**config.mk**
```make
export PLATFORM = sky130hd
export DESIGN_NAME = vic_top
export DESIGN_NICKNAME = d
export VERILOG_FILES = /design/src/design/vic_pkg.sv /design/src/design/vic_prio.sv /design/src/design/vic_top.sv
export SDC_FILE = /design/constraint.sdc
export NUM_CORES = 1
export LEC_CHECK = 0
export BUFFER_PORTS_ARGS = -buffer_cell sky130_fd_sc_hd__buf_2
export CORE_MARGIN = 2
export CORE_UTILIZATION = 43
export DETAILED_ROUTE_END_ITERATION = 6
export GPL_ROUTABILITY_DRIVEN = 0
export PLACE_DENSITY = 0.75
export SLEW_MARGIN = 20
export SYNTH_ARGS = -nofsm -noshare
export SYNTH_HDL_FRONTEND = slang
export SYNTH_SLANG_ARGS = --single-unit
```
**constraint.sdc**
```tcl
create_clock -name i_clk -period 3.05 [get_ports i_clk]
set_input_delay 0.1525 -clock i_clk [delete_from_list [all_inputs] [get_ports i_clk]]
set_output_delay 0.1525 -clock i_clk [all_outputs]
set_load 0.05 [all_outputs]
```
**src/design/vic_pkg.sv**
```systemverilog
package vic_pkg;
  // Register indices; printed offsets are not all multiples of four
  localparam logic [7:0] VIC_IDX_PRIMARY   = 8'h0B;
  localparam logic [7:0] VIC_IDX_SECONDARY = 8'h1E;
  localparam logic [7:0] VIC_IDX_CORE      = 8'h30;
  localparam int         VIC_ADDR_LSB      = 2;
  localparam int         VIC_ADDR_W        = 10;

  // Primary register fields
  localparam int VIC_P_GIE  = 0;
  localparam int VIC_P_EEN  = 1;
  localparam int VIC_P_TEN  = 2;
  localparam int VIC_P_AEN  = 3;
  localparam int VIC_P_EPND = 4;
  localparam int VIC_P_TPND = 5;
  localparam int VIC_P_APND = 6;
  // Secondary register fields
  localparam int VIC_S_SEN  = 0;
  localparam int VIC_S_SPND = 4;
  // Core register fields
  localparam int VIC_C_HALT = 0;
  localparam int VIC_C_RC   = 1;
  localparam int VIC_C_WDOG = 2;
  localparam int VIC_C_STK  = 8;

  localparam logic [7:0] VIC_PRIMARY_RST   = 8'h00;
  localparam logic [7:0] VIC_SECONDARY_RST = 8'h00;
  localparam logic [7:0] VIC_PRIMARY_MASK  = 8'h7F;
  localparam logic [7:0] VIC_SECONDARY_MASK = 8'h11;

  localparam int         VIC_NSRC       = 4;
  localparam int         VIC_STACK_DEPTH = 6;
  localparam int         VIC_CLKDIV     = 4;
  localparam logic [7:0] VIC_VEC_BASE   = 8'h04;

  localparam logic [1:0] VIC_RESP_OKAY   = 2'h0;
  localparam logic [1:0] VIC_RESP_SLVERR = 2'h2;

  typedef struct packed {
    logic ret_irq;
    logic ret_plain;
    logic call;
    logic halt;
  } vic_core_type;

  typedef struct packed {
    logic       take;
    logic [1:0] src;
    logic [7:0] vector;
  } vic_ack_type;

  typedef enum logic [1:0] { VIC_RUN, VIC_HALTED } vic_mode_type;
endpackage : vic_pkg

```
**src/design/vic_prio.sv**
```systemverilog
`timescale 1ns/10ps
`default_nettype none
module vic_prio
  import vic_pkg::*;
(
  input  wire logic [VIC_NSRC-1:0] i_req,
  output logic      [VIC_NSRC-1:0] o_grant,
  output logic                     o_any,
  output logic      [1:0]          o_idx
);
  always_comb begin
    o_grant = '0;
    o_idx   = 2'h0;
    for (int i = VIC_NSRC - 1; i >= 0; i--) begin
      if (i_req[i]) begin
        o_grant = '0;
        o_grant[i] = 1'b1;
        o_idx = 2'(i);
      end
    end
    o_any = |i_req;
  end
endmodule : vic_prio
`default_nettype wire

```
**src/design/vic_top.sv**
```systemverilog
// Contract
// - Falling external pin sets ext pending bit4
// - External taken: vector 04H, clear pend, global
// - Timer overflow pends bit5; vector 08H
// - Conversion end pends bit6; vector 0CH
// - Serial bus event pends; vector 10H
// - Entry pushes only program counter
// - Further acknowledgments held during service
// - Interrupt exit pops, sets global enable
// - Requests acknowledged on next phase pulse
// - Fixed priority: ext, timer, adc, serial
// - Global enable clear masks, flags still record
// - Primary: enables bits 0..3, bit7 zero
// - Secondary: enable bit0, pending bit4 only
// - Pending holds until serviced or cleared
// - Source enables block servicing, not latching
// - Any source wakes device from halt
// - RC mode drives clock divided by four
// - Oscillator option fixed; halt stops clock
// - Watchdog oscillator runs unless option disables
// - Full six-deep stack withholds acknowledgment
`timescale 1ns/10ps
`default_nettype none
module vic_top
  import vic_pkg::*;
#(
  parameter int STACK_DEPTH = VIC_STACK_DEPTH,
  parameter bit RC_MODE     = 1'b1,
  parameter bit WDOG_EN     = 1'b1
) (
  input  wire logic        i_clk,
  input  wire logic        i_srst,
  // AXI4-Lite slave
  input  wire logic [VIC_ADDR_W-1:0] i_awaddr,
  input  wire logic        i_awvalid,
  output logic             o_awready,
  input  wire logic [31:0] i_wdata,
  input  wire logic [3:0]  i_wstrb,
  input  wire logic        i_wvalid,
  output logic             o_wready,
  output logic [1:0]       o_bresp,
  output logic             o_bvalid,
  input  wire logic        i_bready,
  input  wire logic [VIC_ADDR_W-1:0] i_araddr,
  input  wire logic        i_arvalid,
  output logic             o_arready,
  output logic [31:0]      o_rdata,
  output logic [1:0]       o_rresp,
  output logic             o_rvalid,
  input  wire logic        i_rready,
  // Event sources
  input  wire logic        i_ext_irq_n,
  input  wire logic        i_timer_overflow,
  input  wire logic        i_adc_done,
  input  wire logic        i_addressed_as_slave,
  input  wire logic        i_serial_byte_done,
  // Core sequencer
  input  wire logic        i_phase_two_pulse,
  input  wire vic_core_type i_core,
  output vic_ack_type      o_ack,
  output logic             o_push_pc,
  output logic [2:0]       o_stack_level,
  output logic             o_halted,
  output logic             o_wake,
  output logic             o_sys_clk_en,
  output logic             o_clock_out_pin,
  output logic             o_wdog_osc_en
);
  logic       gie_q;
  logic [3:0] en_q;
  logic [3:0] pnd_q;
  logic       ext_prev_q;
  logic [2:0] sp_q;
  logic [2:0] sp_d;
  logic       pushing;
  logic       popping;
  vic_mode_type mode_q;
  logic       halted;
  logic [1:0] div_q;
  logic       clk_out_q;
  logic [3:0] grant;
  logic       any;
  logic [1:0] idx;
  logic       stack_full;
  logic       take;
  logic [3:0] req;
  logic [3:0] ev;
  logic [7:0] wbyte;
  logic [3:0] wr_pnd;
  logic [3:0] wr_pnd_val;

  logic       aw_q;
  logic       w_q;
  logic [VIC_ADDR_W-1:0] awaddr_q;
  logic [31:0] wdata_q;
  logic [3:0] wstrb_q;
  logic       wr_go;
  logic       wr_hit_p;
  logic       wr_hit_s;
  logic       wr_ok;

  function automatic logic [7:0] vic_index(input logic [VIC_ADDR_W-1:0] a);
    vic_index = 8'(a >> VIC_ADDR_LSB);
  endfunction : vic_index

  function automatic logic vic_mapped(input logic [VIC_ADDR_W-1:0] a);
    logic [7:0] ix;
    ix = vic_index(a);
    vic_mapped = (a[VIC_ADDR_LSB-1:0] == 2'h0) &&
                 (ix == VIC_IDX_PRIMARY || ix == VIC_IDX_SECONDARY || ix == VIC_IDX_CORE);
  endfunction : vic_mapped

  assign ev[0] = ext_prev_q & ~i_ext_irq_n;
  assign ev[1] = i_timer_overflow;
  assign ev[2] = i_adc_done;
  assign ev[3] = i_addressed_as_slave | i_serial_byte_done;

  assign stack_full = (sp_q == 3'(STACK_DEPTH));
  assign req        = pnd_q & en_q & {VIC_NSRC{gie_q}};

  vic_prio u_prio (
    .i_req   (req),
    .o_grant (grant),
    .o_any   (any),
    .o_idx   (idx)
  );

  // Acknowledge only on a phase-two pulse with stack room
  assign take = any & i_phase_two_pulse & ~stack_full & ~halted;

  // Idle-high start, so a pin held low at reset release counts as a falling edge
  always_ff @(posedge i_clk) begin
    if (i_srst) begin
      ext_prev_q <= 1'b1;
    end else begin
      ext_prev_q <= i_ext_irq_n;
    end
  end

  // AXI4-Lite write path
  assign o_awready = ~aw_q & ~o_bvalid;
  assign o_wready  = ~w_q & ~o_bvalid;
  assign wr_go     = aw_q & w_q & ~o_bvalid;
  assign wr_ok     = vic_mapped(awaddr_q);
  assign wr_hit_p  = wr_go && wr_ok && vic_index(awaddr_q) == VIC_IDX_PRIMARY && wstrb_q[0];
  assign wr_hit_s  = wr_go && wr_ok && vic_index(awaddr_q) == VIC_IDX_SECONDARY && wstrb_q[0];
  assign wbyte     = wdata_q[7:0];

  always_ff @(posedge i_clk) begin
    if (i_srst) begin
      aw_q     <= 1'b0;
      w_q      <= 1'b0;
      awaddr_q <= '0;
      wdata_q  <= '0;
      wstrb_q  <= '0;
      o_bvalid <= 1'b0;
      o_bresp  <= VIC_RESP_OKAY;
    end else begin
      if (i_awvalid && o_awready) begin
        aw_q     <= 1'b1;
        awaddr_q <= i_awaddr;
      end
      if (i_wvalid && o_wready) begin
        w_q     <= 1'b1;
        wdata_q <= i_wdata;
        wstrb_q <= i_wstrb;
      end
      if (wr_go) begin
        aw_q     <= 1'b0;
        w_q      <= 1'b0;
        o_bvalid <= 1'b1;
        o_bresp  <= wr_ok ? VIC_RESP_OKAY : VIC_RESP_SLVERR;
      end else if (o_bvalid && i_bready) begin
        o_bvalid <= 1'b0;
      end
    end
  end

  // Global enable: a take beats a same-cycle return
  always_ff @(posedge i_clk) begin
    if (i_srst) begin
      gie_q <= VIC_PRIMARY_RST[VIC_P_GIE];
    end else if (take) begin
      gie_q <= 1'b0;
    end else if (i_core.ret_irq) begin
      gie_q <= 1'b1;
    end else if (wr_hit_p) begin
      gie_q <= wbyte[VIC_P_GIE];
    end
  end

  // Source enables
  always_ff @(posedge i_clk) begin
    if (i_srst) begin
      en_q <= '0;
    end else begin
      if (wr_hit_p) begin
        en_q[2:0] <= {wbyte[VIC_P_AEN], wbyte[VIC_P_TEN], wbyte[VIC_P_EEN]};
      end
      if (wr_hit_s) begin
        en_q[3] <= wbyte[VIC_S_SEN];
      end
    end
  end

  // Pending flags: an event in the same cycle beats any clear
  assign wr_pnd     = {wr_hit_s, {(VIC_NSRC - 1){wr_hit_p}}};
  assign wr_pnd_val = {wbyte[VIC_S_SPND], wbyte[VIC_P_APND], wbyte[VIC_P_TPND], wbyte[VIC_P_EPND]};

  for (genvar g = 0; g < VIC_NSRC; g++) begin : g_pnd
    always_ff @(posedge i_clk) begin
      if (i_srst) begin
        pnd_q[g] <= 1'b0;
      end else if (ev[g]) begin
        pnd_q[g] <= 1'b1;
      end else if (take && grant[g]) begin
        pnd_q[g] <= 1'b0;
      end else if (wr_pnd[g]) begin
        pnd_q[g] <= wr_pnd_val[g];
      end
    end
  end

  // Return-stack level: a push and a pop in one cycle cancel
  assign pushing = take | i_core.call;
  assign popping = (i_core.ret_irq | i_core.ret_plain) & (sp_q != 3'h0);

  always_comb begin
    sp_d = sp_q;
    if (pushing && !popping) begin
      if (!stack_full) begin
        sp_d = sp_q + 3'h1;
      end
    end else if (popping && !pushing) begin
      sp_d = sp_q - 3'h1;
    end
  end

  always_ff @(posedge i_clk) begin
    if (i_srst) begin
      sp_q <= '0;
    end else begin
      sp_q <= sp_d;
    end
  end

  // Halt state: any source event wakes, even a disabled one
  always_ff @(posedge i_clk) begin
    if (i_srst) begin
      mode_q <= VIC_RUN;
    end else begin
      unique case (mode_q)
        VIC_RUN: begin
          if (i_core.halt) begin
            mode_q <= VIC_HALTED;
          end
        end
        VIC_HALTED: begin
          if (|ev) begin
            mode_q <= VIC_RUN;
          end
        end
        default: begin
          mode_q <= VIC_RUN;
        end
      endcase
    end
  end

  assign halted = (mode_q == VIC_HALTED);

  // Clock out in RC mode
  always_ff @(posedge i_clk) begin
    if (i_srst) begin
      div_q     <= '0;
      clk_out_q <= 1'b0;
    end else if (RC_MODE && !halted) begin
      div_q <= div_q + 2'h1;
      if (div_q == 2'(VIC_CLKDIV / 2 - 1) || div_q == 2'(VIC_CLKDIV - 1)) begin
        clk_out_q <= ~clk_out_q;
      end
    end
  end

  // Acknowledge outputs registered
  always_ff @(posedge i_clk) begin
    if (i_srst) begin
      o_ack     <= '0;
      o_push_pc <= 1'b0;
    end else begin
      o_ack.take   <= take;
      o_ack.src    <= idx;
      o_ack.vector <= VIC_VEC_BASE + 8'({idx, 2'h0});
      o_push_pc    <= take;
    end
  end

  // AXI4-Lite read path
  assign o_arready = ~o_rvalid;

  always_ff @(posedge i_clk) begin
    if (i_srst) begin
      o_rvalid <= 1'b0;
      o_rdata  <= '0;
      o_rresp  <= VIC_RESP_OKAY;
    end else if (i_arvalid && o_arready) begin
      o_rvalid <= 1'b1;
      o_rresp  <= vic_mapped(i_araddr) ? VIC_RESP_OKAY : VIC_RESP_SLVERR;
      o_rdata  <= '0;
      if (vic_mapped(i_araddr)) begin
        unique case (vic_index(i_araddr))
          VIC_IDX_PRIMARY: begin
            o_rdata[7:0] <= {1'b0, pnd_q[2:0], en_q[2:0], gie_q} & VIC_PRIMARY_MASK;
          end
          VIC_IDX_SECONDARY: begin
            o_rdata[7:0] <= {3'h0, pnd_q[3], 3'h0, en_q[3]} & VIC_SECONDARY_MASK;
          end
          default: begin
            o_rdata[VIC_C_HALT]          <= halted;
            o_rdata[VIC_C_RC]            <= RC_MODE;
            o_rdata[VIC_C_WDOG]          <= WDOG_EN;
            o_rdata[VIC_C_STK +: 3]      <= sp_q;
          end
        endcase
      end
    end else if (o_rvalid && i_rready) begin
      o_rvalid <= 1'b0;
    end
  end

  assign o_stack_level   = sp_q;
  assign o_halted        = halted;
  assign o_wake          = halted & (|ev);
  assign o_sys_clk_en    = ~halted;
  assign o_clock_out_pin = RC_MODE ? clk_out_q : 1'b0;
  assign o_wdog_osc_en   = WDOG_EN;
endmodule : vic_top
`default_nettype wire
```
* Yosys cells after proc, flatten, opt, wreduce, memory -nomap -nowiden
Index checks and enable logic that the tools add are counted. Widths: inputs -> output; s select.
Word-level totals: register bits 66, input bits 73, output and inout port bits 61, logic and storage cells 148
Cells by class: add/sub/neg operators 4, eq/ne operators 13, mux-type cells 38, bitwise logic cells 23, reductions and logical operators 45
Operator list (number):
- $logic_and 1x1->1 | 18
- $mux 1 | 18
- $eq 8x4->1 const B | 2
- $eq 8x5->1 const B | 2
- $eq 8x6->1 const B | 2
- $mux 2 | 8
- $mux 4 | 4
- $reduce_bool 3->1 | 5
- $mux 3 | 4
- $mux 11 | 1
- $and 1x1->1 | 10
- $and 4x4->4 | 2
- $not 1->1 | 8
- $pmux 4 s2 | 1
- $reduce_bool 2->1 | 4
- $reduce_or 4->1 | 2
- $logic_not 2->1 | 3
- $pmux 3 s2 | 1
- $reduce_and 2->1 | 3
- $reduce_or 2->1 | 3
- $add 3x4->5 const A | 1
- $logic_or 1x1->1 | 5
- $eq 2x1->1 const B | 2
- $ne 2x2->1 const B | 2
- 9 further kinds | 12

* Longest topological paths before layout
Gate-level depths: netlist (run 1).
word-level depth 11, gate-level depth with buffers 8, mapped depth without buffers 7

* Cells and area by module
From an unflattened synthesis (run 1), not the netlist that was laid out.
Unflattened totals: cells, all modules 314, area total of the unflattened synthesis 2803.9 um2
Modules (own cells, without submodules):
- vic_top | times used 1, cells an instance 304, area each 2745.1 um2, seq. area each 1141.1 um2
- vic_prio | times used 1, cells an instance 10, area each 58.8 um2, seq. area each 0.0 um2

* Worst setup path before layout (run 1)
Ideal clock, no wire load.
kind register to register, start point register sp_q[0] (netlist: o_stack_level[0]), end point register sp_q[2] (netlist: o_stack_level[2]), setup time 0.121 ns, arrival time 2.524 ns, required time 2.929 ns, slack 0.405 ns, stages on the path, launching flop included 7, buffers on the path 0, clock period less this slack 2.645 ns, path through dfxtp_1 > and3b_1 > a311oi_1 > o21ai_0 > fa_1 > o22ai_1 > mux2_2
Between the ends: cells in the longest elaborated chain, start to end 9, elaborated cells on any way between the ends 19, those cells by class 2 x add/sub; 2 x eq/ne; 3 x mux; 5 x bitwise; 7 x reduce/logical
RTL lines:
- from (decl) | RTL line vic_top.sv:73 | logic [2:0] sp_q;
- from (signal assigned) | RTL line vic_top.sv:243 | sp_q <= sp_d;
- $eq 3x3->1 | RTL line vic_top.sv:118 | assign stack_full = (sp_q == 3'(STACK_DEPTH));
- $not 1->1 | RTL line vic_top.sv:129 | assign take = any & i_phase_two_pulse & ~stack_full & ~halted;
- $and 1x1->1 (2 in series) | RTL line vic_top.sv:129
- $or 1x1->1 | RTL line vic_top.sv:225 | assign pushing = take | i_core.call;
- $logic_not 1->1 | RTL line vic_top.sv:234 | end else if (popping && !pushing) begin
- $logic_and 1x1->1 | RTL line vic_top.sv:234
- $reduce_bool 2->1 (no line)
- $reduce_and 2->1 (no line)
Several ways; a longest one is shown, not always the timed one. The select of a mux whose other input is x is not followed. A chain may end at the register's enable or synchronous reset.

* Worst setup path after layout (run 1)
Ends and elaborated chain as after synthesis.

==> impl_metrics.tcl, run 1 <==
set metrics [dict create \
    layout-drive-gt1-share_pct 26.4 \
    critPathMaxStageDelay_ps 440 \
    cts.htree.levels 3 \
    cts_buffers 9 \
    timing.fmax_mhz 416 \
    areaGrowthSynthToFinish_pct 19.8 \
    powerDensity_nw_per_um2 628 \
    synth_area_um2 2710 \
    clock_sinks 57 \
    status "finished, final reports clean" \
    synth.avg_cell_area_um2 8.84 \
    ctsHoldBuffers 0 \
    synth_cell_types 48 \
    finClkSkew_ps 6.46 \
    cts-root-buf "clkbuf_8" \
    period_minus_slack_ps 2400 \
    grt_pass1_vias 2121 \
    tns_ps 0 \
    setup_ws_ps 648 \
    die_area_um2 6940 \
    cp_cell_sequence "and3b_1 > a311oi_1 > buf_4 > o21ai_0 > fa_1 > o22ai_1 > mux2_2" \
    ys_seq_area_share_pct 42.2 \
    die_h_um 83.3 \
    antenna_cells 0 \
    hold_class "in -> reg" \
    layout.nets 459 \
    cts_tree "done" \
    antenna_found_initial 0 \
    endpoint_kind "flip-flop" \
    drtIter0Drc 99 \
    finalInstanceArea_um2 3240 \
    setup_viol 0 \
    multi_input_area_um2 1350 \
    maxCapViolCount 0 \
    cp.required_ps 3260 \
    wire_per_inst_um 13.0 \
    dr_total_vias 2321 \
    dp_worst_setup_slack_ps 665 \
    grt_overflow 0 \
    cts_resized 0 \
    ys_warn_count 0 \
    io_pins 134 \
    clk_latency_ps 330 \
    wirelength_um 5990 \
    path_delay_family "compound AO/OA/AOI/OAI gates" \
    whs_ps 24.7 \
    core-area_um2 5990 \
    slowest_stage "dfxtp_1" \
    path_clk_slew_ps 60 \
    die_w_um 83.3 \
    hold_path.startpoint "i_ext_irq_n" \
    cts_setup_buffers 0 \
    grt_pass1_wl_um 9610 \
    start_util_pct 45.2 \
    peakVddDrop_mv 0.436 \
    portBuffers 75 \
    placed_cell_area_um2 3030 \
    fill_cells 561 \
    grt_max_degree 37 \
    drcViolationCount 0 \
    routed_via_density 5.02 \
    cts_buffer_depth 2 \
    rr_startpoint "o_stack_level[0]$_SDFFE_PP0P_" \
    cp-start-kind "flip-flop" \
    crit_buf_inv 1 \
    fin_crit_sh_pct 78.8 \
    ff2ff_path_depth 7 \
    tightest_slew_ps 947 \
    synth_seq_cells 57 \
    crit_arrival_ps 2620 \
    relSlewSlack_pct 36.6 \
    rr_endpoint "o_stack_level[2]$_SDFFE_PP0P_" \
    r2r_slack_ps 650 \
    regArea_um2 1140 \
    postRouteAntennaNets 0 \
    holdPathEnd "ext_prev_q$_SDFF_PP1_" \
    p_leak_uw 0.00148 \
    finalMaxSlewViolations 0 \
    path_class "reg -> reg" \
    postSynthCellCount 306 \
    min_path_cells 2 \
    cp_max_fo 7 \
    drt_first_pass_iters 4 \
    hold_viol 0 \
    dp_hpwl_um 4470 \
    grt_use_total_pct 17.1 \
    std_cell_rows 28 \
    rsz0062_at_grt "false" \
]
-- cells in the final DEF (no fill, tap or decap), types with 2 or more instances in the layout --
master,count
and3_1,2
conb_1,30
nor3_1,11
nor4_1,3
mux2_2,2
nand3b_1,4
nand2b_1,5
nor2b_1,6
or4_4,2
clkbuf_1,2
or2_2,3
nand3_1,4
o31ai_1,2
buf_2,75
nor4b_1,2
a22oi_1,4
a32oi_1,3
ha_1,3
dfxtp_1,57
inv_1,11
buf_4,4
and2_1,3
o22ai_1,2
nor2_1,48
a21oi_1,16
clkbuf_8,12
mux2i_1,22
nor3b_1,3
nand2_1,13
nand4bb_1,2
o21bai_1,3
a221oi_1,3
a211oi_1,4
or3_1,2
o21ai_0,3
-- layout make-up --
class                      count  share of cell area, %
sequential                    57                   35.2
clock inverter                 2                   1.08
tap                           75                   2.89
multi-input combinational    224                   41.7
timing repair buffer          79                   12.5
inverter                      11                   1.27
clock buffer                  14                   5.33
-- logic make-up after synthesis --
| kind of cell | synth area share [%] |
|---|---|
| mux | 8.97 |
| compound gates | 12.1 |
| simple gates | 22.1 |
| fa+ha+maj | 2.13 |
| flops | 42.2 |
| other cells | 0.277 |
| xor+xnor | 0.324 |
| buf+inv | 11.9 |
-- power breakdown --
part | switching (uW) | leakage [uW] | internal [uW]
Sequential | 54.8 | 0.000467 | 796
Clock | 288 | 0.000107 | 444
Combinational | 308 | 0.000908 | 145
-- stage by stage --
step	utilization (%)	power [uW]	cells
floorplan	-	1240	334
global placement	50.6	1310	446
detailed placement	50.6	1320	446
CTS	54.1	2050	462
global route	54.1	2130	462
finish	54.1	2040	462
-- worst max path at each step --
stage                                               end  slack [ps]  depth (start not counted)                     startpoint
after floorplan           o_stack_level[2]$_SDFFE_PP0P_         410                          6  o_stack_level[0]$_SDFFE_PP0P_
after global placement            pnd_q[1]$_SDFFE_PP0P_         690                          5       awaddr_q[9]$_SDFFE_PP0P_
after detailed placement  o_stack_level[2]$_SDFFE_PP0P_         660                          7  o_stack_level[0]$_SDFFE_PP0P_
after CTS                         pnd_q[1]$_SDFFE_PP0P_         640                          5       awaddr_q[9]$_SDFFE_PP0P_
after global routing      o_stack_level[2]$_SDFFE_PP0P_         400                          7  o_stack_level[0]$_SDFFE_PP0P_
final                     o_stack_level[2]$_SDFFE_PP0P_         650                          7  o_stack_level[0]$_SDFFE_PP0P_
-- cell usage after synthesis, drive strengths merged --
library cell  instances  share of area [%]
o221ai                1               0.32
nand3b                4                1.1
o22ai                 2               0.46
nand2                13                1.8
or2                   4               0.92
a31oi                 1               0.23
and3                  2               0.46
nor3                 11                2.0
nor4                  3               0.69
mux2                  2               0.83
and3b                 1               0.32
o31ai                 2               0.55
mux2i                22                8.1
o22a                  1               0.32
inv                  11                1.5
ha                    3                1.4
fa                    1               0.74
clkbuf                6               0.83
nand4                 1               0.23
nand2b                5                1.2
o21ai                 3               0.55
a22oi                 4                1.1
a311oi                1               0.32
or4                   2               0.83
nor2                 48                6.7
a32o                  1               0.37
a32oi                 3               0.97
a21oi                16                3.0
o32ai                 1               0.32
o21bai                3               0.83
or3                   2               0.46
nor2b                 6                1.4
conb                  2               0.28
nand3                 4               0.74
xor2                  1               0.32
nor4b                 2               0.65
o221a                 1               0.42
nand4bb               2               0.83
o21a                  1               0.28
dfxtp                57                 42
a221oi                3               0.97
nor3b                 4                1.1
a211oi                4                1.1
buf                  36                9.6
and2                  3               0.69
-- flip-flops by register name (all words and copies together) (netlist names), 2 cells and up --
signal         count
o_rdata           10
en_q               4
awaddr_q          10
o_stack_level      3
pnd_q              4
wdata_q            7
div_q              2
o_ack              5
-- per-layer routing --
metal / vias up / global-route usage [%] / part of all wire, %
met1: 1071 / 20.2 / 44
li1: 1158 / - / -
met3: 12 / 6.16 / 6.5
met2: 80 / 28.2 / 48
met5: - / 0 / 0
met4: 0 / 6.86 / 2.1
No activity file was read; power rests on OpenSTA's default activity.
==> run 2: changes to the inputs <==
--- a/config.mk
+++ b/config.mk
@@ -5,12 +5,13 @@
 export SDC_FILE = /design/constraint.sdc
 export NUM_CORES = 1
 export LEC_CHECK = 0
+export ABC_AREA = 1
 export BUFFER_PORTS_ARGS = -buffer_cell sky130_fd_sc_hd__buf_2
 export CORE_MARGIN = 2
 export CORE_UTILIZATION = 43
 export DETAILED_ROUTE_END_ITERATION = 6
 export GPL_ROUTABILITY_DRIVEN = 0
-export PLACE_DENSITY = 0.75
+export PLACE_DENSITY = 0.74
 export SLEW_MARGIN = 20
 export SYNTH_ARGS = -nofsm -noshare
 export SYNTH_HDL_FRONTEND = slang
==> constraint.sdc (replaced) <==
create_clock -name i_clk -period 2.4 [get_ports i_clk]
set_input_delay 0.12 -clock i_clk [delete_from_list [all_inputs] [get_ports i_clk]]
set_output_delay 0.12 -clock i_clk [all_outputs]
set_load 0.05 [all_outputs]
==> run 2 against run 1 <==
Net effect:
- register-to-register slack worse by 240 ps
- first-iteration DRC count grew 1.0%
- critical path depth increased by 7
- final area increased by 0.62%
- flip-flop and latch count stayed put
- sequential share of layout area down 0.22 points
- clock skew fell by 1.6 ps
==> impl_metrics.tcl, run 2 <==
set metrics [dict create \
    synth_area_um2 2770 \
    ys_warn_count 0 \
    ys_async_sr_fraction_pct 0 \
    die_w_um 84.3 \
    path_delay_family "simple AND/OR/NAND/NOR gates" \
    finalMaxSlewViolations 0 \
    synth.avg_cell_area_um2 7.12 \
    final_cell_mix "buf_2, nand2_1, dfxtp_1" \
    cts-root-buf "clkbuf_8" \
    die_area_um2 7100 \
    postRouteAntennaNets 0 \
    finClkSkew_ps 4.89 \
    period_minus_slack_ps 1990 \
    routed-wl-met2_um 2940 \
    path_class "reg -> reg" \
    cts_tree "done" \
    drtIter0Drc 100 \
    powerDensity_nw_per_um2 772 \
    yosys.area.top_type "dfxtp_1" \
    critPathMaxStageDelay_ps 430 \
    dr_total_vias 2527 \
    std_cell_rows 29 \
    grt_overflow 0 \
    tns_ps 0 \
    maxCapViolCount 0 \
    clk_latency_ps 330 \
    crit_arrival_ps 2210 \
    wl_met1_um 2560 \
    io_pins 134 \
    cts_buffers 9 \
    crit_buf_inv 2 \
    cp_max_fo 5 \
    antenna_found_initial 0 \
    start_util_pct 44.1 \
    crit_top_cell "nand2_1" \
    grt_max_degree 34 \
    dp_hpwl_um 4560 \
    placed_cell_area_um2 3080 \
    core-area_um2 6280 \
    tightest_slew_ps 861 \
    grt_pass1_wl_um 10200 \
    grt_pass1_vias 2361 \
    cts.htree.levels 3 \
    wire_per_inst_um 11.0 \
    final_common_cell "buf_2" \
    p_leak_uw 0.00170 \
    top_layer "met4" \
    finalInstanceArea_um2 3260 \
    drt_first_pass_iters 4 \
    hold_viol 0 \
    synthTopCellsByCount "nand2_1, dfxtp_1, nor2_1" \
    top_regs "awaddr_q (10), o_rdata (10), wdata_q (7)" \
    portBuffers 75 \
    relSlewSlack_pct 42.5 \
    numPlacedInstances 530 \
    postSynthCellCount 389 \
    path_clk_slew_ps 60 \
    layout-drive-gt1-share_pct 24.0 \
    final_cells 544 \
    rsz0062_at_grt "false" \
    synth-edff-count 0 \
    die_h_um 84.3 \
    synth_seq_cells 57 \
    peakVddDrop_mv 0.550 \
    ys_seq_area_share_pct 41.2 \
    cp.required_ps 2620 \
    cp_cell_sequence "inv_1 > nand3_1 > nand2_1 > nor2_2 > o21ai_2 > nand2_2 > nand2_1 > fa_1 > inv_1 > nand2_1 > nand2_1 > nand3_1 > nand2_1 > nor2_1" \
    hold_class "in -> reg" \
    clock_sinks 57 \
    synthTopCellsByArea "dfxtp_1, nand2_1, buf_4, nor2_1, a21oi_1" \
    whs_ps 38.2 \
    wl_met3_um 387 \
    final_core_util_pct 52.0 \
    areaGrowthSynthToFinish_pct 17.8 \
    antenna_cells 0 \
    routed_via_density 4.65 \
    timing.fmax_mhz 503 \
    setup_viol 0 \
    fill_cells 643 \
    cp-start-kind "flip-flop" \
    slowest_stage "dfxtp_1" \
    layout.nets 542 \
    synth_cell_types 31 \
    drcViolationCount 0 \
    yosysMostFrequentCell "nand2_1" \
    synth_top_area_share_pct 41.2 \
    cts_resized 0 \
    cts_buffer_depth 2 \
    status "finished, final reports clean" \
    synthFlopType "dfxtp_1" \
    endpoint_kind "flip-flop" \
    fin_crit_sh_pct 82.9 \
    grt_use_total_pct 18.0 \
    wirelength_um 5970 \
]
-- run 2: worst min-delay path: cells and delay by family --
family / cells / cell delay (ps)
buffers and inverters: 1 / 70
AND/OR/NAND/NOR: 1 / 80
AO/OA/AOI/OAI: 1 / 70
-- run 2: area by class of cell --
type	count	area, um^2	share of cell area (%)
sequential	57	1140	35.0
timing repair buffer	76	385	11.8
inverter	53	199	6.10
multi-input combinational	268	1270	39.0
tap	77	96.3	2.95
clock buffer	13	169	5.18
-- run 2: path summary, 6_finish.rpt --
kind / to / from / cells past startpoint / slack [ps]
worst min-delay path: wdata_q[1]$_SDFFE_PP0P_ / i_wdata[1] / 3 / 40
worst max-delay path: o_stack_level[2]$_SDFFE_PP0P_ / o_stack_level[0]$_SDFFE_PP0P_ / 14 / 410
worst max register to register: o_stack_level[2]$_SDFFE_PP0P_ / o_stack_level[0]$_SDFFE_PP0P_ / 14 / 410
worst min register to register: awaddr_q[8]$_SDFFE_PP0P_ / awaddr_q[8]$_SDFFE_PP0P_ / 2 / 450
-- run 2: where the power goes --
group          switching, uW  internal, uW  total [uW]
clock network            348           442         791
registers               74.4          1030        1100
logic                    466           163         629
total                    888          1630        2520
-- run 2: kinds of logic after synthesis --
kind of cell / Yosys count / share of synthesized area (%)
buf+inv: 92 / 16.7
xor+xnor: 1 / 0.316
other cells: 2 / 0.271
compound gates: 73 / 13.7
flops: 57 / 41.2
fa+ha+maj: 4 / 2.08
simple gates: 160 / 25.7
-- run 2: layer usage --
layer	GRT usage, %	vias up
met1	19.9	1125
met5	0	-
met4	6.60	0
li1	-	1323
met2	32.1	69
met3	5.90	10
-- run 2: metrics by stage --
stage	power, uW	setup WS (ps)
after floorplan	1640	223
after global placement	1720	515
after detailed placement	1750	447
after CTS	2540	427
after global routing	2670	247
final	2520	410
-- run 2: timing repair --
action,in CTS,in global routing
hold endpoints to repair,1,0
hold buffers,1,0
buffers inserted,0,0
